## src/rtl/gpio_edge_pkg.sv

```systemverilog
package gpio_edge_pkg;

  localparam int unsigned PIN_COUNT  = 32;
  localparam int unsigned HALF_WIDTH = 16;
  localparam int unsigned ADDR_WIDTH = 16;

  // Word addresses of the register pairs; the low half serves pins 15..0.
  localparam logic [15:0] ADDR_DIR_LOW       = 16'h1c06;
  localparam logic [15:0] ADDR_DIR_HIGH      = 16'h1c07;
  localparam logic [15:0] ADDR_IN_LOW        = 16'h1c08;
  localparam logic [15:0] ADDR_IN_HIGH       = 16'h1c09;
  localparam logic [15:0] ADDR_OUT_LOW       = 16'h1c0a;
  localparam logic [15:0] ADDR_OUT_HIGH      = 16'h1c0b;
  localparam logic [15:0] ADDR_EDGE_LOW      = 16'h1c0c;
  localparam logic [15:0] ADDR_EDGE_HIGH     = 16'h1c0d;
  localparam logic [15:0] ADDR_IRQ_EN_LOW    = 16'h1c0e;
  localparam logic [15:0] ADDR_IRQ_EN_HIGH   = 16'h1c0f;
  localparam logic [15:0] ADDR_IRQ_FLAG_LOW  = 16'h1c10;
  localparam logic [15:0] ADDR_IRQ_FLAG_HIGH = 16'h1c11;

  // Pins 31..27 and 20..0 exist; the other positions are empty.
  localparam logic [31:0] PIN_IMPL_MASK = 32'hf81f_ffff;

  localparam logic [31:0] DIR_RESET       = 32'h0000_0000;
  localparam logic [31:0] OUT_RESET       = 32'h0000_0000;
  localparam logic [31:0] EDGE_RESET      = 32'h0000_0000;
  localparam logic [31:0] IRQ_EN_RESET    = 32'h0000_0000;
  localparam logic [31:0] IRQ_FLAG_RESET  = 32'h0000_0000;
  localparam logic [31:0] SYNC_RESET      = 32'h0000_0000;
  localparam logic [15:0] RDATA_RESET     = 16'h0000;

  // Edge-select encoding per pin.
  localparam logic EDGE_RISING  = 1'b0;
  localparam logic EDGE_FALLING = 1'b1;

endpackage

```

## src/rtl/gpio_edge_port.sv

```systemverilog
`timescale 1ns/1ps
// Functional notes
// - Input pins read their sampled level.
// - Output pins read back the driven value.
// - Output data always stored, hidden on inputs.
// - Output pins driven from output data.
// - Low register pins 0-15, high 16-31.
// - Only pins 31-27 and 20-0 exist.
// - Edge select: 0 rising, 1 falling.
// - Edge detection only on enabled input pins.
// - Enable bit 1 makes pin interrupt source.
// - Selected edge sets sticky flag bit.
// - Writing one clears a flag bit.
// - Active-low request held while any flag set.
// - Edges detected on clock-synchronised pin samples.
// - Hardware reset restores defaults, all pins inputs.
// - Software reset leaves port state unchanged.
// - All pin interrupts share one request line.
module gpio_edge_port
  import gpio_edge_pkg::*;
(
  input  wire logic                  core_clk,
  input  wire logic                  sys_rst,
  input  wire logic                  clk_en,
  input  wire logic [ADDR_WIDTH-1:0] reg_addr,
  input  wire logic                  reg_wr,
  input  wire logic                  reg_rd,
  input  wire logic [HALF_WIDTH-1:0] reg_wdata,
  output      logic [HALF_WIDTH-1:0] reg_rdata,
  input  wire logic [PIN_COUNT-1:0]  pin_in,
  output      logic [PIN_COUNT-1:0]  pin_out,
  output      logic [PIN_COUNT-1:0]  pin_oe_n,
  output      logic                  irq_n
);

  logic [PIN_COUNT-1:0]  dir_reg;
  logic [PIN_COUNT-1:0]  out_reg;
  logic [PIN_COUNT-1:0]  edge_reg;
  logic [PIN_COUNT-1:0]  irq_en_reg;
  logic [PIN_COUNT-1:0]  irq_flag_reg;
  logic [PIN_COUNT-1:0]  irq_flag_next;
  logic [PIN_COUNT-1:0]  meta_reg;
  logic [PIN_COUNT-1:0]  sync_reg;
  logic [PIN_COUNT-1:0]  prev_reg;
  logic [PIN_COUNT-1:0]  edge_hit;
  logic [PIN_COUNT-1:0]  flag_clear;
  logic [PIN_COUNT-1:0]  in_level;
  logic [HALF_WIDTH-1:0] reg_rdata_next;
  logic                  irq_n_reg;

  // Replaces the half of a 32-bit register that the address selects.
  function automatic logic [PIN_COUNT-1:0] merge_half(
    input logic [PIN_COUNT-1:0]  cur,
    input logic [HALF_WIDTH-1:0] wdata,
    input logic                  high
  );
    logic [PIN_COUNT-1:0] res;
    res = cur;
    if (high) begin
      res[31:16] = wdata;
    end else begin
      res[15:0] = wdata;
    end
    return res & PIN_IMPL_MASK;
  endfunction

  // Places write data in the addressed half, zero elsewhere.
  function automatic logic [PIN_COUNT-1:0] spread_half(
    input logic [HALF_WIDTH-1:0] wdata,
    input logic                  high
  );
    logic [PIN_COUNT-1:0] res;
    res = '0;
    if (high) begin
      res[31:16] = wdata;
    end else begin
      res[15:0] = wdata;
    end
    return res & PIN_IMPL_MASK;
  endfunction

  // The only reset input is the hardware reset; software resets of the
  // chip do not reach this block, so port state survives them.
  always_ff @(posedge core_clk) begin
    if (sys_rst) begin
      dir_reg <= DIR_RESET;
    end else if (clk_en && reg_wr) begin
      if (reg_addr == ADDR_DIR_LOW) begin
        dir_reg <= merge_half(dir_reg, reg_wdata, 1'b0);
      end else if (reg_addr == ADDR_DIR_HIGH) begin
        dir_reg <= merge_half(dir_reg, reg_wdata, 1'b1);
      end
    end
  end

  always_ff @(posedge core_clk) begin
    if (sys_rst) begin
      out_reg <= OUT_RESET;
    end else if (clk_en && reg_wr) begin
      if (reg_addr == ADDR_OUT_LOW) begin
        out_reg <= merge_half(out_reg, reg_wdata, 1'b0);
      end else if (reg_addr == ADDR_OUT_HIGH) begin
        out_reg <= merge_half(out_reg, reg_wdata, 1'b1);
      end
    end
  end

  always_ff @(posedge core_clk) begin
    if (sys_rst) begin
      edge_reg <= EDGE_RESET;
    end else if (clk_en && reg_wr) begin
      if (reg_addr == ADDR_EDGE_LOW) begin
        edge_reg <= merge_half(edge_reg, reg_wdata, 1'b0);
      end else if (reg_addr == ADDR_EDGE_HIGH) begin
        edge_reg <= merge_half(edge_reg, reg_wdata, 1'b1);
      end
    end
  end

  always_ff @(posedge core_clk) begin
    if (sys_rst) begin
      irq_en_reg <= IRQ_EN_RESET;
    end else if (clk_en && reg_wr) begin
      if (reg_addr == ADDR_IRQ_EN_LOW) begin
        irq_en_reg <= merge_half(irq_en_reg, reg_wdata, 1'b0);
      end else if (reg_addr == ADDR_IRQ_EN_HIGH) begin
        irq_en_reg <= merge_half(irq_en_reg, reg_wdata, 1'b1);
      end
    end
  end

  // Two-stage synchroniser, then one more stage as the edge reference.
  always_ff @(posedge core_clk) begin
    if (sys_rst) begin
      meta_reg <= SYNC_RESET;
      sync_reg <= SYNC_RESET;
      prev_reg <= SYNC_RESET;
    end else if (clk_en) begin
      meta_reg <= pin_in;
      sync_reg <= meta_reg;
      prev_reg <= sync_reg;
    end
  end

  genvar g;
  generate
    for (g = 0; g < PIN_COUNT; g++) begin : g_pin
      if (PIN_IMPL_MASK[g]) begin : g_impl
        // Disabled or output pins never detect; otherwise the chosen edge counts.
        assign edge_hit[g] = (irq_en_reg[g] & ~dir_reg[g]) &
                             ((edge_reg[g] == EDGE_RISING) ?
                              (sync_reg[g] & ~prev_reg[g]) :
                              (~sync_reg[g] & prev_reg[g]));
        assign in_level[g] = dir_reg[g] ? out_reg[g] : sync_reg[g];
        assign pin_out[g]  = dir_reg[g] & out_reg[g];
        assign pin_oe_n[g] = ~dir_reg[g];
      end else begin : g_empty
        assign edge_hit[g] = 1'b0;
        assign in_level[g] = 1'b0;
        assign pin_out[g]  = 1'b0;
        assign pin_oe_n[g] = 1'b1;
      end
    end
  endgenerate

  always_comb begin
    flag_clear = '0;
    if (clk_en && reg_wr) begin
      if (reg_addr == ADDR_IRQ_FLAG_LOW) begin
        flag_clear = spread_half(reg_wdata, 1'b0);
      end else if (reg_addr == ADDR_IRQ_FLAG_HIGH) begin
        flag_clear = spread_half(reg_wdata, 1'b1);
      end
    end
  end

  // A new edge in the clearing cycle wins, so no event is lost.
  assign irq_flag_next = ((irq_flag_reg & ~flag_clear) | edge_hit) & PIN_IMPL_MASK;

  always_ff @(posedge core_clk) begin
    if (sys_rst) begin
      irq_flag_reg <= IRQ_FLAG_RESET;
    end else if (clk_en) begin
      irq_flag_reg <= irq_flag_next;
    end
  end

  // One shared request; software scans both flag halves to find the pins.
  always_ff @(posedge core_clk) begin
    if (sys_rst) begin
      irq_n_reg <= 1'b1;
    end else if (clk_en) begin
      irq_n_reg <= ~(|irq_flag_next);
    end
  end

  assign irq_n = irq_n_reg;

  always_comb begin
    if (reg_addr == ADDR_DIR_LOW) begin
      reg_rdata_next = dir_reg[15:0];
    end else if (reg_addr == ADDR_DIR_HIGH) begin
      reg_rdata_next = dir_reg[31:16];
    end else if (reg_addr == ADDR_IN_LOW) begin
      reg_rdata_next = in_level[15:0];
    end else if (reg_addr == ADDR_IN_HIGH) begin
      reg_rdata_next = in_level[31:16];
    end else if (reg_addr == ADDR_OUT_LOW) begin
      reg_rdata_next = out_reg[15:0];
    end else if (reg_addr == ADDR_OUT_HIGH) begin
      reg_rdata_next = out_reg[31:16];
    end else if (reg_addr == ADDR_EDGE_LOW) begin
      reg_rdata_next = edge_reg[15:0];
    end else if (reg_addr == ADDR_EDGE_HIGH) begin
      reg_rdata_next = edge_reg[31:16];
    end else if (reg_addr == ADDR_IRQ_EN_LOW) begin
      reg_rdata_next = irq_en_reg[15:0];
    end else if (reg_addr == ADDR_IRQ_EN_HIGH) begin
      reg_rdata_next = irq_en_reg[31:16];
    end else if (reg_addr == ADDR_IRQ_FLAG_LOW) begin
      reg_rdata_next = irq_flag_reg[15:0];
    end else if (reg_addr == ADDR_IRQ_FLAG_HIGH) begin
      reg_rdata_next = irq_flag_reg[31:16];
    end else begin
      reg_rdata_next = RDATA_RESET;
    end
  end

  // Read data is registered and holds until the next read.
  always_ff @(posedge core_clk) begin
    if (sys_rst) begin
      reg_rdata <= RDATA_RESET;
    end else if (clk_en && reg_rd) begin
      reg_rdata <= reg_rdata_next;
    end
  end

endmodule

```

## config.mk

```make
export PLATFORM = sky130hd
export DESIGN_NAME = gpio_edge_port
export DESIGN_NICKNAME = d
export VERILOG_FILES = /design/src/rtl/gpio_edge_pkg.sv /design/src/rtl/gpio_edge_port.sv
export SDC_FILE = /design/constraint.sdc
export NUM_CORES = 1
export LEC_CHECK = 0
export ABC_CLOCK_PERIOD_IN_PS = 3600
export BUFFER_PORTS_ARGS = -buffer_cell sky130_fd_sc_hd__buf_2
export CAP_MARGIN = 20
export CORE_MARGIN = 3
export CORE_UTILIZATION = 51
export DETAILED_ROUTE_END_ITERATION = 8
export PLACE_DENSITY_LB_ADDON = 0.2
export SYNTH_ARGS = -nofsm -noshare
export SYNTH_HDL_FRONTEND = slang
export SYNTH_SLANG_ARGS = --single-unit
```

## constraint.sdc

```tcl
create_clock -name core_clk -period 3.6 [get_ports core_clk]
set_input_delay 0.72 -clock core_clk [delete_from_list [all_inputs] [get_ports core_clk]]
set_output_delay 0.72 -clock core_clk [all_outputs]
set_load 0.05 [all_outputs]
```

==> Implementation_results.wiki <==
{| class="wikitable"
! Metric !! Value
|-
| Sequential fraction of the synthesis area || 40.9%
|-
| Run status || finished clean
|-
| Vertical die dimension || 153 um
|-
| Starting utilization of the core area || 52.1%
|-
| Required time reported for the critical path endpoint || 4.06 ns
|-
| Yosys warns || 0
|-
| CTS max path bufs || 3
|-
| Final critical path time including I/O delays and setup || 2.78 ns
|-
| Clock Root Buffer || clkbuf_16
|-
| Startpoint of the most critical setup path || reg_addr[5]
|-
| Number of antenna violations at the first check in global routing || 0
|-
| Sum of internal, switching and leakage power || 5.53 mW
|-
| Setup repair after global routing missed its margin || no
|-
| Std cell rows || 53
|-
| Global placement routability congestion || 1.01
|-
| Via density per instance || 6.17
|-
| Min-Delay Path Class || input port to register
|-
| List of most frequent post-synthesis cells || nand2_1 (245), dfxtp_1 (225), a21oi_1 (177), nor2_1 (120), mux2i_1 (96)
|-
| Post-CTS repair timing setup buffer count || 0
|-
| Count of flip-flops with a built-in enable after synthesis || 0
|-
| Antenna viol nets, final || 0
|-
| Largest net degree at the start of global routing || 83
|-
| #FFs+latches synth || 225
|-
| Final setup viols || 0
|-
| Count of hold-fix buffers inserted at cts || 0
|-
| Final critical-path setup slack || 0.819 ns
|-
| Lkg Pwr || 5.02 nW
|-
| CTS tree || built
|-
| Die width || 153 um
|-
| Number of max-slew violations in the final report || 0
|-
| Total die area || 23400 um2
|-
| Post-Synth XOR/XNOR Area || 0%
|-
| Detailed-router iteration count before antenna repair || 5
|-
| Maximum clock skew at final layout || 0.00703 ns
|-
| Fraction of the mapped netlist area in simple logic gates || 24.4%
|-
| Gr ovfl total || 0
|-
| Average size of a mapped cell || 8.04 um2
|-
| Most common cell in the synthesized netlist || nand2_1
|-
| First-pass GRT wire length || 61100 um
|-
| Tightest Pin Transition || 0.979 ns
|-
| Sum of negative setup slack || 0 ns
|-
| Fmax achieved || 0.360 GHz
|-
| Via count of the first global-routing pass || 10499
|-
| Cell variety after synth || 70
|-
| Power per cell area || 430 nW/um2
|-
| Area share of fa/ha/maj cells after synthesis || 0%
|-
| Number of clock sinks seen by CTS || 225
|-
| Count of final hold-check violations || 0
|-
| Dpl hpwl || 28200 um
|-
| Number of stages on the worst hold path || 3
|-
| Filler cell count in the final layout || 1912
|-
| Core ar. || 21200 um2
|-
| Layout cell share with drive strength beyond 1 || 17.4%
|-
| Final core utilization || 60.9%
|-
| DRC violation total after the first TritonRoute iteration || 1275
|-
| Max Cap Violations || 0
|-
| Pre-CTS worst setup slack || 0.334 ns
|-
| Worst-Skew Late Latency || 0.54 ns
|-
| Area of combinational cells with multiple inputs || 5980 um2
|-
| Top post-synthesis cells by area || dfxtp_1 (41%), mux2i_1 (8.7%), nand2_1 (8.3%)
|-
| Number of remaining DRC errors || 0
|-
| Net count reported at finish || 1566
|-
| Post-synthesis compound-gate area fraction || 19.4%
|-
| Relative max-transition margin || 34.7%
|-
| Yosys top cell area share || 40.9%
|-
| Most area-hungry cell type in the Yosys netlist || dfxtp_1
|-
| Via count || 11027
|-
| CTS-repair resized insts || 0
|-
| Crit path max fanout || 7
|-
| Top_reg_cell synth || dfxtp_1
|-
| Number of port buffers || 131
|-
| Largest family of logic cells by synthesized area || simple AND/OR/NAND/NOR gates
|-
| Type of element capturing the critical path || register
|-
| Final routed wire length divided by cell count || 22.5 um
|-
| Area of the mapped netlist || 11000 um2
|-
| Final design area excluding fillers || 12900 um2
|-
| Number of standard cells after synthesis || 1370
|-
| Worst Setup Path Type || input port to register
|-
| Period utilisation layout || 77.2%
|-
| Depth of the most critical reg-to-reg path || 6
|-
| Number of top-level pins || 150
|-
| Category of the worst setup path launch point || input port
|-
| Arrival time worst endpoint || 3.24 ns
|-
| Multiplexer share of the synthesized area || 9.95%
|-
| Number of CTS-inserted buffers || 25
|-
| Wire length after detailed routing || 40200 um
|-
| Max H-tree Level || 1
|-
| Sequential cell area || 4500 um2
|-
| Ant. Diodes || 0
|-
| Layout area overhead || 16.9%
|-
| Start point of the worst hold path || pin_in[14]
|-
| Ys async rst share || 0%
|-
| Clock input transition at the sequential cells of the worst setup and hold paths || 0.06 ns
|-
| Maximum vdd drop || 0.396 mV
|-
| Placed standard-cell area || 12100 um2
|-
| Worst reg2reg path startpoint || sync_reg[13]$_SDFFE_PP0P_
|-
| Combined global-route utilization of all metal layers || 33.0%
|}
metrics by stage:
stage / hold WS, ns / cells
after detailed placement: 0.454 / 1745
after floorplan: 0.432 / 1380
after CTS: 0.403 / 1788
after global routing: 0.423 / 1788
after global placement: 0.442 / 1745
final: 0.419 / 1788
cell type report:
cell class	count	area share [%]
Tap cell	275	2.67
Timing Repair Buffer	189	8.64
Clock buffer	34	5.28
Multi-Input combinational cell	1017	46.4
Inverter	39	1.14
Clock inverter	9	0.874
Sequential cell	225	35.0
routing by layer:
| metal | vias up | track usage [%] | routed length [um] |
|---|---|---|---|
| met1 | 5184 | 43.8 | 16000 |
| met3 | 139 | 7.90 | 4650 |
| met4 | 0 | 15.2 | 2180 |
| met2 | 632 | 51.1 | 17400 |
| met5 | - | 0 | 0 |
| li1 | 5072 | - | - |
kinds of logic after synthesis:
family          Yosys count
compound gates          349
buf+inv                 138
flops                   225
mux                     107
other cells               2
simple gates            549
worst max-delay path: stages:
cell     delay, ns
buf_2         0.11
nor4b_1       0.60
nand3_1       0.29
nor4b_2       0.39
and4_1        0.60
buf_4         0.28
nand2_1       0.07
a21oi_1       0.16
worst paths after layout:
check                                endpoint  slack, ns
hold reg to reg   irq_en_reg[29]$_SDFFE_PP0P_       0.46
setup reg to reg           irq_n$_SDFFE_PP1P_       1.41
setup / recovery      out_reg[1]$_SDFFE_PP0P_       0.82
hold / removal      meta_reg[14]$_SDFFE_PP0P_       0.42
cell usage in the layout (no fill, tap or decap), types with 10 or more instances in the layout:
cell / synthesis / routed
inv_1: 39 / 39
nor3b_1: 23 / 23
nand3_1: 13 / 13
nor3_1: 14 / 14
clkbuf_16: 0 / 25
nand2b_1: 10 / 10
or2_2: 11 / 11
o211ai_1: 19 / 19
mux2_2: 10 / 10
a21oi_1: 177 / 177
and2_1: 29 / 29
conb_1: 2 / 12
dfxtp_1: 225 / 225
nor2_1: 120 / 120
buf_2: 4 / 129
nand2_1: 245 / 245
and3b_1: 23 / 23
a22oi_1: 18 / 18
o21ai_0: 39 / 39
mux2i_1: 96 / 96
buf_4: 12 / 58
a211oi_1: 14 / 14
where the power goes:
| part | total, mW | switching (mW) | internal (mW) |
|---|---|---|---|
| logic | 0.443 | 0.305 | 0.138 |
| clock network | 2.51 | 1.04 | 1.47 |
| registers | 2.58 | 0.0410 | 2.54 |
(Power assumes the default switching activity.)
